File: config.mk
export PLATFORM = sky130hd
export DESIGN_NAME = agta_top
export DESIGN_NICKNAME = d
export VERILOG_FILES = /design/src/logic/agta_brev.v /design/src/logic/agta_top.v
export VERILOG_INCLUDE_DIRS = /design/src /design/src/pkg
export SDC_FILE = /design/constraint.sdc
export NUM_CORES = 1
export LEC_CHECK = 0
export ABC_AREA = 1
export BUFFER_PORTS_ARGS = -buffer_cell sky130_fd_sc_hd__buf_2
export CAP_MARGIN = 20
export CORE_UTILIZATION = 45
export DETAILED_ROUTE_END_ITERATION = 10
export PLACE_DENSITY_LB_ADDON = 0.15
export SLEW_MARGIN = 30
export SYNTH_ARGS = -nofsm -noshare
export SYNTH_HDL_FRONTEND = slang
export SYNTH_SLANG_ARGS = --single-unit
File: constraint.sdc
create_clock -name hclk -period 5.2 [get_ports hclk]
set_input_delay 1.04 -clock hclk [delete_from_list [all_inputs] [get_ports hclk]]
set_output_delay 1.04 -clock hclk [all_outputs]
set_load 0.01 [all_outputs]
File: src/pkg/agta_regs_regs.vh
// Constants for the address generation and table access block.
// Assumes byte addressing on a 32-bit AHB-Lite register bus.
`ifndef AGTA_REGS_REGS_VH
`define AGTA_REGS_REGS_VH

// Register byte offsets
`define AGTA_OFS_MODCTL 8'h00
`define AGTA_OFS_MODSTART 8'h04
`define AGTA_OFS_MODEND 8'h08
`define AGTA_OFS_BREVCTL 8'h0C
`define AGTA_OFS_TBLPAGE 8'h10
`define AGTA_OFS_STATUS 8'h14
`define AGTA_OFS_GEOMETRY 8'h18

// Modulo control fields
`define AGTA_MOD_EN_BIT 15
`define AGTA_BWM_HI 11
`define AGTA_BWM_LO 8
`define AGTA_MODW_HI 3
`define AGTA_MODW_LO 0

// Bit-reverse control fields
`define AGTA_BITREV_ENABLE_BIT_BIT 15
`define AGTA_XB_HI 14

// Reset values
`define AGTA_MODCTL_RST 16'h0F0F
`define AGTA_MODSTART_RST 16'h0000
`define AGTA_MODEND_RST 16'hFFFF
`define AGTA_BREVCTL_RST 16'h0000
`define AGTA_TBLPAGE_RST 8'h00

// Stack pointer select, never usable for bit-reversal
`define AGTA_SP_SEL 4'hF

// Addressing modes from the execution logic
`define AGTA_AM_IND 3'h0
`define AGTA_AM_POSTDEC 3'h1
`define AGTA_AM_POSTINC 3'h2
`define AGTA_AM_PREDEC 3'h3
`define AGTA_AM_PREINC 3'h4
`define AGTA_AM_OFFS 3'h5

// Table operations
`define AGTA_TOP_RDL 2'h0
`define AGTA_TOP_RDH 2'h1
`define AGTA_TOP_WRL 2'h2
`define AGTA_TOP_WRH 2'h3

// Program counter step per 24-bit word
`define AGTA_PC_STEP 24'h000002

// Self-programming geometry in instructions
`define AGTA_ROW_INSTR 16'h0040
`define AGTA_PAGE_INSTR 16'h0200

`endif

File: src/logic/agta_brev.v
// Bit-reversed carry adder for the X write address path.
// Assumes a word-aligned pointer; the result always has bit 0 clear.
`timescale 1ns/100ps

module agta_brev (
   ptr,
   xb,
   brev_sum
);
   input wire [15:0] ptr; // Pointer register value
   input wire [14:0] xb; // Word-sized pivot point
   output wire [15:0] brev_sum; // Bit-reversed sum

   // Mirror a 16-bit word
   function [15:0] rev16;
      input [15:0] v;
      integer i;
      begin
         for (i = 0; i < 16; i = i + 1) begin
            rev16[i] = v[15 - i];
         end
      end
   endfunction

   wire [15:0] ptr_al; // Pointer with LSb dropped
   wire [15:0] xb_byte; // Pivot scaled to bytes
   wire [15:0] rsum; // Sum in mirrored order

   assign ptr_al = {ptr[15:1], 1'b0};
   assign xb_byte = {xb, 1'b0};
   // Carry runs from MSb downward, so add in mirrored order
   assign rsum = rev16(ptr_al) + rev16(xb_byte);
   assign brev_sum = rev16(rsum) & 16'hFFFE;

endmodule // agta_brev

File: src/logic/agta_top.v
// Data address generator with modulo and bit-reversed modes, plus
// the table access path from 16-bit data onto 24-bit program words.
// Assumes one clock, an AHB-Lite master for the control registers,
// an execution unit that pulses requests, and a program memory that
// returns read data one cycle after its read strobe.
`timescale 1ns/100ps
`include "agta_regs_regs.vh"

////////////////////////////////////////////////////////////////////////
module agta_top (
   hclk,
   hresetn,
   hsel,
   haddr,
   htrans,
   hwrite,
   hsize,
   hwdata,
   hready,
   hrdata,
   hreadyout,
   hresp,
   agen_req,
   agen_ptr_sel,
   agen_ptr,
   agen_mode,
   agen_offset,
   agen_write,
   agen_byte,
   agen_valid,
   agen_ea,
   agen_wb_en,
   agen_wb_val,
   agen_brev_used,
   pc_advance,
   pc_value,
   tbl_req,
   tbl_op,
   tbl_ea,
   tbl_byte,
   tbl_wdata,
   tbl_busy,
   tbl_done,
   tbl_rdata,
   pm_addr,
   pm_cfg_space,
   pm_rd,
   pm_wr,
   pm_wstrb,
   pm_wdata,
   pm_rdata
);
   input wire hclk;
   input wire hresetn;
   input wire hsel;
   input wire [31:0] haddr;
   input wire [1:0] htrans;
   input wire hwrite;
   input wire [2:0] hsize;
   input wire [31:0] hwdata;
   input wire hready;
   output reg [31:0] hrdata;
   output reg hreadyout;
   output reg hresp;
   input wire agen_req;
   input wire [3:0] agen_ptr_sel;
   input wire [15:0] agen_ptr;
   input wire [2:0] agen_mode;
   input wire [15:0] agen_offset;
   input wire agen_write;
   input wire agen_byte;
   output reg agen_valid;
   output reg [15:0] agen_ea;
   output reg agen_wb_en;
   output reg [15:0] agen_wb_val;
   output reg agen_brev_used;
   input wire pc_advance;
   output reg [23:0] pc_value;
   input wire tbl_req;
   input wire [1:0] tbl_op;
   input wire [15:0] tbl_ea;
   input wire tbl_byte;
   input wire [15:0] tbl_wdata;
   output reg tbl_busy;
   output reg tbl_done;
   output reg [15:0] tbl_rdata;
   output reg [23:0] pm_addr;
   output reg pm_cfg_space;
   output reg pm_rd;
   output reg pm_wr;
   output reg [2:0] pm_wstrb;
   output reg [23:0] pm_wdata;
   input wire [23:0] pm_rdata;

   // Table access states
   localparam TS_IDLE = 2'd0;
   localparam TS_STROBE = 2'd1;
   localparam TS_CAPTURE = 2'd2;

   ////////////////////////////////////////////////////////////////////
   // Registers
   reg [15:0] modctl_r; // Modulo enable and pointer selects
   reg [15:0] modstart_r; // Modulo buffer lower bound
   reg [15:0] modend_r; // Modulo buffer upper bound
   reg [15:0] brevctl_r; // Bit-reverse enable and pivot
   reg [7:0] tblpage_r; // Upper program address byte
   reg mod_wrap_r; // Last request was wrapped
   reg [1:0] tstate_r; // Table access state
   reg [1:0] top_r; // Latched table op
   reg tbsel_r; // Latched byte select
   reg tbyte_r; // Latched byte mode
   reg dph_wr_r; // Pending write data phase
   reg [7:0] dph_addr_r; // Its register offset

   ////////////////////////////////////////////////////////////////////
   // Functions

   // Modulo correction for either direction
   function [15:0] mod_fix;
      input [15:0] a;
      input up;
      input [15:0] lo;
      input [15:0] hi;
      reg [15:0] len;
      begin
         len = hi - lo + 16'h0001;
         if (up && (a > hi)) begin
            mod_fix = a - len;
         end else if (!up && (a < lo)) begin
            mod_fix = a + len;
         end else begin
            mod_fix = a;
         end
      end
   endfunction

   // Map a 24-bit program word onto a 16-bit data word
   function [15:0] tbl_map;
      input high;
      input byte_mode;
      input bsel;
      input [23:0] p;
      begin
         if (!high && !byte_mode) begin
            tbl_map = p[15:0];
         end else if (!high) begin
            tbl_map = {8'h00, (bsel ? p[15:8] : p[7:0])};
         end else if (!byte_mode) begin
            tbl_map = {8'h00, p[23:16]};
         end else begin
            tbl_map = {8'h00, (bsel ? 8'h00 : p[23:16])};
         end
      end
   endfunction

   ////////////////////////////////////////////////////////////////////
   // Address generation, combinational part
   wire mod_en = modctl_r[`AGTA_MOD_EN_BIT];
   wire [3:0] mod_wsel = modctl_r[`AGTA_MODW_HI:`AGTA_MODW_LO];
   wire [3:0] bwm_sel = modctl_r[`AGTA_BWM_HI:`AGTA_BWM_LO];
   wire bitrev_enable_bit = brevctl_r[`AGTA_BITREV_ENABLE_BIT_BIT];
   wire [14:0] xb_val = brevctl_r[`AGTA_XB_HI:0];
   wire [15:0] brev_sum; // Pointer plus reversed pivot

   agta_brev u_brev (
      .ptr(agen_ptr),
      .xb(xb_val),
      .brev_sum(brev_sum)
   );

   reg [15:0] step; // Increment size in bytes
   reg [15:0] raw_sum; // Unwrapped new address
   reg up_dir; // Buffer grows upward
   reg modifies; // Pre or post modify mode
   reg is_pre; // Address used after modify
   reg inc_mode; // Pre or post increment
   reg brev_arm; // Bit-reversal applies
   reg mod_apply; // Modulo applies
   reg [15:0] fixed; // After modulo correction
   reg [15:0] ea_nxt; // Effective address
   reg [15:0] wb_nxt; // Pointer write-back value

   // Mode decode and address arithmetic
   always @* begin
      step = agen_byte ? 16'h0001 : 16'h0002;
      modifies = 1'b1;
      is_pre = 1'b0;
      inc_mode = 1'b0;
      up_dir = 1'b1;
      case (agen_mode)
         `AGTA_AM_POSTDEC: begin
            raw_sum = agen_ptr - step;
            up_dir = 1'b0;
         end
         `AGTA_AM_POSTINC: begin
            raw_sum = agen_ptr + step;
            inc_mode = 1'b1;
         end
         `AGTA_AM_PREDEC: begin
            raw_sum = agen_ptr - step;
            up_dir = 1'b0;
            is_pre = 1'b1;
         end
         `AGTA_AM_PREINC: begin
            raw_sum = agen_ptr + step;
            inc_mode = 1'b1;
            is_pre = 1'b1;
         end
         `AGTA_AM_OFFS: begin
            raw_sum = agen_ptr + agen_offset;
            up_dir = ~agen_offset[15];
            modifies = 1'b0;
            is_pre = 1'b1;
         end
         default: begin
            raw_sum = agen_ptr;
            modifies = 1'b0;
         end
      endcase
      // Only write accesses of the X write unit
      brev_arm = bitrev_enable_bit && (bwm_sel != `AGTA_SP_SEL) &&
         (agen_ptr_sel == bwm_sel) && inc_mode && agen_write && !agen_byte;
      // Any working register may be selected
      mod_apply = mod_en && (agen_ptr_sel == mod_wsel) &&
         (agen_mode != `AGTA_AM_IND) && !brev_arm;
      // Compare past the bound, not only equal
      fixed = mod_apply ? mod_fix(raw_sum, up_dir, modstart_r, modend_r) : raw_sum;
      if (brev_arm) begin
         // Pivot replaces step, LSb forced clear
         ea_nxt = is_pre ? brev_sum : {agen_ptr[15:1], 1'b0};
         wb_nxt = brev_sum;
      end else begin
         ea_nxt = is_pre ? fixed : agen_ptr;
         wb_nxt = fixed;
      end
   end

   ////////////////////////////////////////////////////////////////////
   // Address generation outputs, one cycle after the request
   always @(posedge hclk or negedge hresetn) begin
      if (!hresetn) begin
         agen_valid <= 1'b0;
         agen_ea <= 16'h0000;
         agen_wb_en <= 1'b0;
         agen_wb_val <= 16'h0000;
         agen_brev_used <= 1'b0;
         mod_wrap_r <= 1'b0;
      end else begin
         agen_valid <= agen_req;
         if (agen_req) begin
            agen_ea <= ea_nxt;
            // Offset mode leaves the pointer untouched
            agen_wb_en <= modifies;
            agen_wb_val <= wb_nxt;
            agen_brev_used <= brev_arm;
            mod_wrap_r <= mod_apply && (fixed != raw_sum);
         end else begin
            agen_wb_en <= 1'b0;
         end
      end
   end

   ////////////////////////////////////////////////////////////////////
   // Program counter
   // Two addresses per 24-bit word
   always @(posedge hclk or negedge hresetn) begin
      if (!hresetn) begin
         pc_value <= 24'h000000;
      end else if (pc_advance) begin
         pc_value <= pc_value + `AGTA_PC_STEP;
      end
   end

   ////////////////////////////////////////////////////////////////////
   // Table access sequencer
   wire t_high = tbl_op[0]; // High-side operation
   wire t_write = tbl_op[1]; // Write operation

   always @(posedge hclk or negedge hresetn) begin
      if (!hresetn) begin
         tstate_r <= TS_IDLE;
         top_r <= `AGTA_TOP_RDL;
         tbsel_r <= 1'b0;
         tbyte_r <= 1'b0;
         tbl_busy <= 1'b0;
         tbl_done <= 1'b0;
         tbl_rdata <= 16'h0000;
         pm_addr <= 24'h000000;
         pm_cfg_space <= 1'b0;
         pm_rd <= 1'b0;
         pm_wr <= 1'b0;
         pm_wstrb <= 3'b000;
         pm_wdata <= 24'h000000;
      end else begin
         tbl_done <= 1'b0;
         pm_rd <= 1'b0;
         pm_wr <= 1'b0;
         case (tstate_r)
            TS_IDLE: begin
               if (tbl_req) begin
                  top_r <= tbl_op;
                  tbsel_r <= tbl_ea[0];
                  tbyte_r <= tbl_byte;
                  // Page supplies the upper address byte
                  pm_addr <= {tblpage_r, tbl_ea[15:1], 1'b0};
                  pm_cfg_space <= tblpage_r[7];
                  tbl_busy <= 1'b1;
                  tstate_r <= TS_STROBE;
                  // Low ops hit bits 15..0, high ops 23..16
                  if (!t_write) begin
                     pm_rd <= 1'b1;
                  end else if (!t_high) begin
                     pm_wr <= 1'b1;
                     pm_wdata <= tbl_byte ?
                        {8'h00, tbl_wdata[7:0], tbl_wdata[7:0]} : {8'h00, tbl_wdata};
                     pm_wstrb <= !tbl_byte ? 3'b011 : (tbl_ea[0] ? 3'b010 : 3'b001);
                  end else begin
                     pm_wr <= 1'b1;
                     pm_wdata <= {tbl_wdata[7:0], 16'h0000};
                     // Phantom byte writes are dropped
                     pm_wstrb <= (tbl_byte && tbl_ea[0]) ? 3'b000 : 3'b100;
                  end
               end
            end
            TS_STROBE: begin
               // Writes end here, reads wait for memory data
               if (top_r[1]) begin
                  tbl_busy <= 1'b0;
                  tbl_done <= 1'b1;
                  pm_wstrb <= 3'b000;
                  tstate_r <= TS_IDLE;
               end else begin
                  tstate_r <= TS_CAPTURE;
               end
            end
            TS_CAPTURE: begin
               tbl_rdata <= tbl_map(top_r[0], tbyte_r, tbsel_r, pm_rdata);
               tbl_done <= 1'b1;
               tbl_busy <= 1'b0;
               tstate_r <= TS_IDLE;
            end
            default: begin
               tstate_r <= TS_IDLE;
               tbl_busy <= 1'b0;
            end
         endcase
      end
   end

   ////////////////////////////////////////////////////////////////////
   // AHB-Lite slave, zero wait states
   wire addr_ok = hsel && hready && htrans[1]; // Valid address phase
   reg [31:0] rd_mux; // Read data for the current address

   // Register read decode; unmapped offsets read zero
   always @* begin
      case (haddr[7:0])
         `AGTA_OFS_MODCTL: rd_mux = {16'h0000, modctl_r};
         `AGTA_OFS_MODSTART: rd_mux = {16'h0000, modstart_r};
         `AGTA_OFS_MODEND: rd_mux = {16'h0000, modend_r};
         `AGTA_OFS_BREVCTL: rd_mux = {16'h0000, brevctl_r};
         `AGTA_OFS_TBLPAGE: rd_mux = {24'h000000, tblpage_r};
         `AGTA_OFS_STATUS:
            rd_mux = {12'h000, tbl_busy, mod_wrap_r, agen_brev_used, agen_wb_en, agen_ea};
         `AGTA_OFS_GEOMETRY: rd_mux = {`AGTA_PAGE_INSTR, `AGTA_ROW_INSTR};
         default: rd_mux = 32'h00000000;
      endcase
      if (haddr[31:8] != 24'h000000) begin
         rd_mux = 32'h00000000;
      end
   end

   // Address phase capture and read data
   always @(posedge hclk or negedge hresetn) begin
      if (!hresetn) begin
         hrdata <= 32'h00000000;
         hreadyout <= 1'b1;
         hresp <= 1'b0;
         dph_wr_r <= 1'b0;
         dph_addr_r <= 8'h00;
      end else begin
         hreadyout <= 1'b1;
         hresp <= 1'b0;
         dph_wr_r <= addr_ok && hwrite && (haddr[31:8] == 24'h000000);
         dph_addr_r <= haddr[7:0];
         if (addr_ok && !hwrite) begin
            hrdata <= rd_mux;
         end
      end
   end

   // Register writes in the data phase
   always @(posedge hclk or negedge hresetn) begin
      if (!hresetn) begin
         modctl_r <= `AGTA_MODCTL_RST;
         modstart_r <= `AGTA_MODSTART_RST;
         modend_r <= `AGTA_MODEND_RST;
         brevctl_r <= `AGTA_BREVCTL_RST;
         tblpage_r <= `AGTA_TBLPAGE_RST;
      end else if (dph_wr_r) begin
         case (dph_addr_r)
            `AGTA_OFS_MODCTL: modctl_r <= hwdata[15:0];
            `AGTA_OFS_MODSTART: modstart_r <= hwdata[15:0];
            `AGTA_OFS_MODEND: modend_r <= hwdata[15:0];
            // Pivot held as 15-bit word count
            `AGTA_OFS_BREVCTL: brevctl_r <= hwdata[15:0];
            `AGTA_OFS_TBLPAGE: tblpage_r <= hwdata[7:0];
            default: modctl_r <= modctl_r;
         endcase
      end
   end

endmodule // agta_top

# After elaboration in Yosys (flattened, before gate mapping)
# Index checks and enable logic that the tools add are counted.
dict set report word_totals {
  regBits 250
}
dict set report op_classes {
  addsub 9
  n_lt_le_gt_ge 2
  eq_ne 24
  n_mux 45
  bitwise 1
  reduce_logical 44
}
# cell count
set ops {}
lappend ops {{$pmux W26 S7} 1}
lappend ops {{$mux W16} 9}
lappend ops {{$pmux W16 S3} 1}
lappend ops {{$add A16 B16 Y16} 2}
lappend ops {{$eq A8 B4 Y1 const B} 4}
lappend ops {{$eq A8 B5 Y1 const B} 4}
lappend ops {{$mux W32} 1}
lappend ops {{$mux W8} 4}
lappend ops {{$sub A16 B16 Y16} 2}
lappend ops {{$add A24 B2 Y24 const B} 1}
lappend ops {{$logic_not A24 Y1} 1}
lappend ops {{$mux W24} 1}
lappend ops {{$reduce_bool A24 Y1} 1}
lappend ops {{$logic_and A1 B1 Y1} 18}
lappend ops {{$add A16 B1 Y16 const B} 1}
lappend ops {{$add A16 B2 Y16} 1}
lappend ops {{$eq A8 B3 Y1 const B} 2}
lappend ops {{$gt A16 B16 Y1} 1}
lappend ops {{$logic_not A8 Y1} 2}
lappend ops {{$lt A16 B16 Y1} 1}
lappend ops {{$ne A16 B16 Y1} 1}
lappend ops {{$sub A16 B2 Y16} 1}
lappend ops {{$add A15 B15 Y15} 1}
lappend ops {{$mux W3} 5}
lappend ops {{24 further kinds} 59}

# Longest topological paths before layout
# Gate-level depths: netlist of the first run.
dict set report logic_depth {
  ltp_word 11
  depth_mapped 41
  depth_no_buf 40
}

# Cells and area by module
# From an unflattened synthesis of the first run, not the netlist that was laid out.
dict set report unflattened {
  cells_unflattened 2185
  area_unflattened_um2 16188.0
}
# module n_inst cells_per_inst area_per_inst_um2
set modules_own_cells {}
lappend modules_own_cells {agta_top 1 2028 15338.5}
lappend modules_own_cells {agta_brev 1 157 849.6}

# Worst setup path after synthesis of the first run
# Ideal clock, no wire load.
dict set report synth_timing {
  path_kind {input port to flip-flop}
  from {input port agen_mode[0]}
  to {register mod_wrap_r}
  setup_time_ns 0.117
  t_arrival_ns 5.184
  required_time_ns 5.083
  path_slack_ns -0.101
  path_stages 33
  n_path_buf 1
  path_cell_list {inv_2 -> nand3_2 -> nand2_2 -> buf_1 -> nor2_1 -> ha_1 -> a21oi_1 -> nand2_1 -> nand2_1 -> nand2_1 -> a31oi_1 -> o21bai_1 -> xor2_1 -> o21ai_0 -> inv_1 -> ha_1 -> nand2_1 -> nor4_1 -> a21oi_1 -> nand2_2 -> clkinv_1 -> nand2_1 -> nand2_1 -> inv_1 -> nand3_1 -> nand3_1 -> nand2_1 -> nor2_1 -> nand2_1 -> nor2_1 -> nand2_1 -> nand2_1 -> nand2_1}
}
dict set report synth_via {
  elab_chain_cells 11
  elab_cells_between_ends 29
  cone_classes {add/sub: 2; order compare: 2; eq/ne: 6; mux: 6; reduce/logical: 13}
}
# item line_no
set synth_rtl {}
lappend synth_rtl {{from (decl)} agta_top.v:68} ;# input wire [2:0] agen_mode;
lappend synth_rtl {{branches (longest 10 deep; another with $lt A16 B16 Y1)} --}
lappend synth_rtl {{$logic_and A1 B1 Y1 *} agta_top.v:256} ;# mod_wrap_r <= mod_apply && (fixed != raw_sum);
lappend synth_rtl {{to (signal assigned)} agta_top.v:256}
lappend synth_rtl {{to (decl)} agta_top.v:107} ;# reg mod_wrap_r;
# Every way passes the cells marked *.
# A chain may end at the register's enable or synchronous reset.

# Worst setup path in the final report of the first run
dict set report layout_timing {
  from {input port agen_mode[2]}
  to {register agen_ea[8]}
}
dict set report layout_via {
  elab_chain_cells 11
  elab_cells_between_ends 32
  cone_classes {add/sub: 2; order compare: 2; eq/ne: 5; mux: 10; reduce/logical: 13}
}
# item line_no
set layout_rtl {}
lappend layout_rtl {{branches (longest 10 deep; another with $lt A16 B16 Y1)} --}
lappend layout_rtl {{$mux W16 *} agta_top.v:228} ;# if (brev_arm) begin
lappend layout_rtl {{to (signal assigned)} agta_top.v:251} ;# agen_ea <= ea_nxt;
lappend layout_rtl {{to (decl)} agta_top.v:73} ;# output reg [15:0] agen_ea;
# Marks and branches as above.

==> impl_metrics.py, run 1 <==
metrics = {
    "run_status": {
        "outcome": "finished clean",
    },
    "logic_synthesis": {
        "synth-edff-count": 0,
        "synth_cell_types": 58,
        "yosysWarnings": 0,
        "yosysSeqAreaShare_pct": 37.3,
        "synthMuxAreaShare_pct": 0.141,
        "synthCells": 2141,
        "synth.ff_latch_count": 237,
        "synth_top_family_by_area": "simple AND/OR/NAND/NOR gates",
        "synthSimpleGateAreaFrac_pct": 22.8,
        "synth_area_per_cell_um2": 7.47,
        "synth_compound_area_share_pct": 16.5,
        "synthesis.area_mm2": 0.0160,
        "synth_fa_ha_area_share_pct": 10.2,
        "synth_flop_cell": "dfrtp_1",
        "yosys.area_share.xor_xnor_pct": 3.78,
        "async_reset_ff_share_pct": 100,
    },
    "clocking": {
        "clk_pin_slew_ps": 60,
        "cts_root_buf": "clkbuf_16",
        "htree_levels": 1,
        "clock_latency_ps": 570,
        "cts_tree": "built",
        "cts_sinks": 237,
        "numCtsBuffers": 26,
        "clock_path_buffers": 3,
    },
    "setup_path": {
        "cpPeakStageDelay_ps": 290,
        "path_max_fanout": 15,
        "slowest_stage": "o22ai_1",
        "cp.arrival_ps": 5620,
        "crit_required_ps": 5650,
        "worst_setup_path_end_kind": "flop",
        "crit_path_start_kind": "primary input",
        "critical_path_class": "in2reg",
        "cpMostUsedCell": "buf_4",
        "ff2ff_path_depth": 29,
    },
    "floorplanning": {
        "rows": 68,
        "die_x_um": 191,
        "die_area_mm2": 0.0363,
        "die_y_um": 191,
        "start_util_pct": 46.0,
        "core_area_mm2": 0.0348,
        "io_pins": 342,
    },
    "detailed_routing": {
        "num_vias": 16671,
        "drtPass1Iterations": 5,
        "routed_wl_mm": 58.2,
        "drcViolationCount": 0,
        "drtIter0Drc": 1192,
        "viasPerCell": 5.38,
        "ant_nets": 0,
        "wl_per_cell_um": 18.8,
    },
    "global_routing": {
        "grt_pass1_wl_mm": 86.0,
        "antenna_found_initial": 3,
        "grt_use_total_pct": 30.8,
        "grt_pass1_vias": 15479,
        "grt_max_degree": 121,
        "grt-ovfl-total": 0,
    },
    "power_and_ir_drop": {
        "p_clk_share_pct": 26.7,
        "comb_power_share_pct": 37.8,
        "ir_drop_mv": 0.298,
        "p_leak_nw": 11.8,
        "p_sw_share_pct": 37.6,
        "switchingPower_w": 0.00257,
        "power.density_mw_per_mm2": 322,
        "seqPwrFrac_pct": 35.5,
        "internal_power_w": 0.00427,
    },
    "cells_and_area": {
        "n_fill_cell": 3263,
        "post-route-util_pct": 61.1,
        "design_area_mm2": 0.0213,
        "area_growth_pct": 32.9,
        "fin_nets": 2927,
        "drive_gt1_share_pct": 29.1,
        "layout_commonest_cell": "nand2_1",
        "layout_common_cells": "nand2_1, buf_2, inv_1",
    },
    "sta": {
        "finalCritPeriodShare_pct": 99.4,
        "finalSetupViolCount": 0,
        "fmax_mhz": 193,
        "whs_ps": 355,
        "slew_headroom_pct": 38.8,
        "slew_viol_final": 0,
        "rsz0062_at_grt": "true",
        "fin_crit_ps": 5170,
        "tightest_slew_ps": 917,
        "setup_slack_ps": 31.6,
        "skew_ps": 47.4,
        "finalHoldViolCount": 0,
    },
    "flow_run": {
        "maxCapViolCount": 0,
    },
    "placement": {
        "dp.final_hpwl_mm": 46.0,
        "dpl_cell_area_mm2": 0.0193,
        "io_buffers": 306,
        "dp_slack_ps": -767,
        "place_congestion": 0.948,
    },
    "min_path": {
        "hp-class": "in2async",
    },
}
==> cell usage after synthesis, types with 15 or more instances <==
cell type	instances	area [um2]
nand3_1	121	606
buf_4	16	120
clkbuf_1	53	199
inv_1	283	1060
xor2_1	54	473
a21oi_1	96	480
o21ai_1	26	130
dfrtp_1	213	5330
o21ai_0	229	1150
nand4_1	19	119
o22ai_1	31	194
xnor2_1	15	131
dfstp_2	24	631
ha_1	123	1540
nor2_1	125	469
nand2_1	539	2020
==> cell type report <==
type                       count  area (um2)  share of cell area [%]
multi-input combinational   1545        9400                    44.2
tap                          455         569                    2.68
clock buffer                  41         777                    3.65
inverter                     291        1100                    5.17
clock inverter                 7        70.1                   0.329
sequential                   237        5960                    28.0
timing repair buffer         521        3390                    15.9
antenna                        2        5.00                  0.0235
==> layer usage <==
layer  GRT usage [%]  share of wire (%)  wire length, um  vias to the layer above
li1                -                  -                -                     7993
met1            39.9                 42            24200                     7945
met2            51.6                 48            27700                      604
met3            4.40                6.7             3920                      127
met4            12.3                4.0             2360                        2
met5               0              0.022               13                        -
==> power by group through the flow <==
stage               clock, W  combinational [W]  sequential, W
floorplan                  0            0.00111        0.00256
detailed placement         0            0.00238        0.00246
CTS                  0.00184            0.00241        0.00243
finish               0.00183            0.00259        0.00243
global route         0.00192            0.00283        0.00246
global placement           0            0.00235        0.00244
==> through the flow <==
stage | std cells | setup TNS (ps) | total power (W)
4_1_cts | 3073 | 0 | 0.00668
3_5_place_dp | 3025 | -20480 | 0.00484
3_3_place_gp | 3025 | -18880 | 0.00479
6_report | 3099 | 0 | 0.00684
5_1_grt | 3098 | -2480 | 0.00722
2_1_floorplan | 2154 | 0 | 0.00367
==> worst paths after layout <==
path	start	to	slack (ps)
min in group hclk	pm_addr[15]$_DFFE_PN0P_	pm_addr[15]$_DFFE_PN0P_	470
setup / recovery	agen_mode[2]	agen_ea[8]$_DFFE_PN0P_	30
hold reg to reg	pm_addr[15]$_DFFE_PN0P_	pm_addr[15]$_DFFE_PN0P_	470
max in group asynchronous	hresetn	mod_fix.hi[2]$_DFFE_PN1P_	3550
setup reg to reg	mod_fix.hi[3]$_DFFE_PN1P_	agen_wb_val[14]$_DFFE_PN0P_	330
hold / removal	hresetn	pm_wdata[9]$_DFFE_PN0P_	350
==> kinds of logic after synthesis <==
| family | count (synthesis) |
|---|---|
| xor+xnor | 69 |
| simple gates | 863 |
| other cells | 2 |
| mux | 2 |
| buf+inv | 373 |
| compound gates | 467 |
| flops | 237 |
| fa+ha+maj | 128 |
==> worst max-delay path, delay by kind of cell <==
kind,cells,cell delay (ps)
AOI/OAI and AO/OA,8,1280
and+or+nand+nor,12,1090
xor gates and xnor gates,1,170
buffers and inverters,11,1560
adders and majority gates,2,480
==> state kept, by name, indices dropped and copies added (netlist names), 3 cells and up <==
register     flops
modctl_r        16
mod_fix.lo      16
pc_value        23
hrdata          21
pm_wdata        24
dph_addr_r       8
tbl_rdata       16
pm_wstrb         3
agen_wb_val     16
pm_addr         22
brevctl_r       16
tblpage_r        8
mod_fix.hi      16
agen_ea         16
==> repair_timing <==
item                                   CTS  global route
pin swaps                                1            60
hold buffers                             0             0
setup endpoints to repair               29            33
endpoints found under the hold margin    0             0
cloned                                   0             3
gates resized for setup                 22           187
buffers inserted                         0            20
(Power assumes the default switching activity.)
==> run 2, diff against run 1 <==
- SETUP_SLACK_MARGIN: not set -> 0.2
==> impl_metrics.py, run 2 (synthesized netlist as in run 1, its figures left out) <==
metrics = {
    "run_status": {
        "outcome": "finished clean",
    },
    "floorplanning": {
        "rows": 68,
        "core_area_mm2": 0.0348,
        "die_area_mm2": 0.0363,
        "start_util_pct": 46.0,
        "die_x_um": 191,
        "die_y_um": 191,
        "io_pins": 342,
    },
    "sta": {
        "slew_headroom_pct": 38.4,
        "slew_viol_final": 0,
        "tightest_slew_ps": 922,
        "finalHoldViolCount": 0,
        "finalCritPeriodShare_pct": 93.7,
        "fin_crit_ps": 4870,
        "finalSetupViolCount": 0,
        "fmax_mhz": 205,
        "skew_ps": 21.5,
        "rsz0062_at_grt": "true",
        "setup_slack_ps": 330,
    },
    "clocking": {
        "htree_levels": 1,
        "numCtsBuffers": 27,
        "cts_sinks": 237,
        "cts_tree": "built",
        "cts_root_buf": "clkbuf_16",
        "clk_pin_slew_ps": 60,
        "clock_path_buffers": 3,
        "clock_latency_ps": 560,
    },
    "cells_and_area": {
        "n_antenna_cell": 0,
        "n_fill_cell": 3219,
        "layout_commonest_cell": "nand2_1",
        "largest_register_ffs": 24,
        "fin_nets": 2923,
        "fin_cells": 3093,
        "top_register": "pm_wdata",
        "top_regs": "pm_wdata (24), pc_value (23), pm_addr (22)",
        "area_growth_pct": 33.5,
        "layout_common_cells": "nand2_1, buf_2, inv_1",
        "drive_gt1_share_pct": 30.1,
    },
    "setup_path": {
        "cpMostUsedCell": "nand2_1",
        "slowest_stage": "ha_1",
        "crit_required_ps": 5630,
        "cp.arrival_ps": 5300,
        "crit_path_start_kind": "primary input",
        "worst_setup_path_end_kind": "flop",
        "critical_path_class": "in2reg",
        "path_max_fanout": 5,
        "cpPeakStageDelay_ps": 320,
    },
    "detailed_routing": {
        "routed_wl_mm": 58.2,
        "wl_per_cell_um": 18.8,
        "viasPerCell": 5.38,
        "drtPass1Iterations": 6,
        "ant_nets": 0,
        "num_vias": 16653,
        "drtIter0Drc": 1254,
        "drcViolationCount": 0,
    },
    "power_and_ir_drop": {
        "power.density_mw_per_mm2": 329,
        "ir_drop_mv": 0.359,
        "p_leak_nw": 11.8,
        "total_power_w": 0.00703,
    },
    "global_routing": {
        "grt_pass1_vias": 15624,
        "grt_pass1_wl_mm": 88.0,
        "grt_use_total_pct": 31.2,
        "grt_max_degree": 130,
        "antenna_found_initial": 0,
        "grt-ovfl-total": 0,
    },
    "flow_run": {
        "maxCapViolCount": 0,
    },
    "placement": {
        "post-place-cells": 3015,
        "io_buffers": 306,
        "dp.final_hpwl_mm": 45.0,
        "dp_slack_ps": -697,
        "place_congestion": 0.922,
    },
    "min_path": {
        "hp-class": "in2async",
    },
}
run 2: what timing repair did:
action / 4_1_cts / 5_1_grt
setup buffers: 5 / 22
pin swaps: 2 / 79
setup endpoints to repair: 30 / 33
cloned: 0 / 1
gates resized for setup: 31 / 201
hold buffers: 0 / 0
run 2: worst max-delay path, delay by kind of cell:
kind / cells / cell delay, ps
fa+ha+maj: 2 / 570
buf+inv: 7 / 840
compound gates: 6 / 770
simple gates: 20 / 2040
run 2: layout make-up:
| type | instances | area (um2) | share of cell area, % |
|---|---|---|---|
| Multi-Input combinational cell | 1545 | 9480 | 44.4 |
| Sequential cell | 237 | 5960 | 27.9 |
| Timing Repair Buffer | 516 | 3280 | 15.4 |
| Inverter | 291 | 1120 | 5.24 |
| Clock buffer | 35 | 746 | 3.49 |
| Tap cell | 455 | 569 | 2.67 |
| Clock inverter | 14 | 198 | 0.926 |
run 2: report_power, final:
group	switching (W)	internal [W]
sequential	0.000245	0.00219
clock	0.000806	0.00122
combinational	0.00151	0.00106
total	0.00256	0.00447
run 2: worst paths after layout:
| kind | startpoint | end | slack, ps | depth (start not counted) |
|---|---|---|---|---|
| worst max-delay path | agen_mode[1] | mod_wrap_r$_DFFE_PN0P_ | 330 | 35 |
| worst min register to register | pm_addr[13]$_DFFE_PN0P_ | pm_addr[13]$_DFFE_PN0P_ | 470 | 2 |
| worst max register to register | mod_fix.hi[1]$_DFFE_PN1P_ | mod_wrap_r$_DFFE_PN0P_ | 520 | 34 |
| min in group hclk | pm_addr[13]$_DFFE_PN0P_ | pm_addr[13]$_DFFE_PN0P_ | 470 | 2 |
| max in group asynchronous | hresetn | mod_fix.hi[11]$_DFFE_PN1P_ | 3470 | 3 |
| worst min-delay path | hresetn | pm_wdata[6]$_DFFE_PN0P_ | 390 | 1 |
run 2: per-stage QoR:
step / util, % / setup TNS (ps) / instance area, um2 / hold slack, ps
after floorplan: - / 0 / 16100 / 450
after global placement: 55.2 / -13140 / 19200 / 460
after detailed placement: 55.3 / -14980 / 19200 / 460
after CTS: 58.4 / 0 / 20300 / 476
after global routing: 61.4 / 0 / 21400 / 406
final: 61.4 / 0 / 21400 / 387
run 2: routing by layer:
| layer | GRT usage, % | wire (um) |
|---|---|---|
| met1 | 41.8 | 24900 |
| met2 | 52.6 | 27600 |
| met3 | 3.64 | 3740 |
| met4 | 9.63 | 1930 |
| met5 | 0 | 0 |
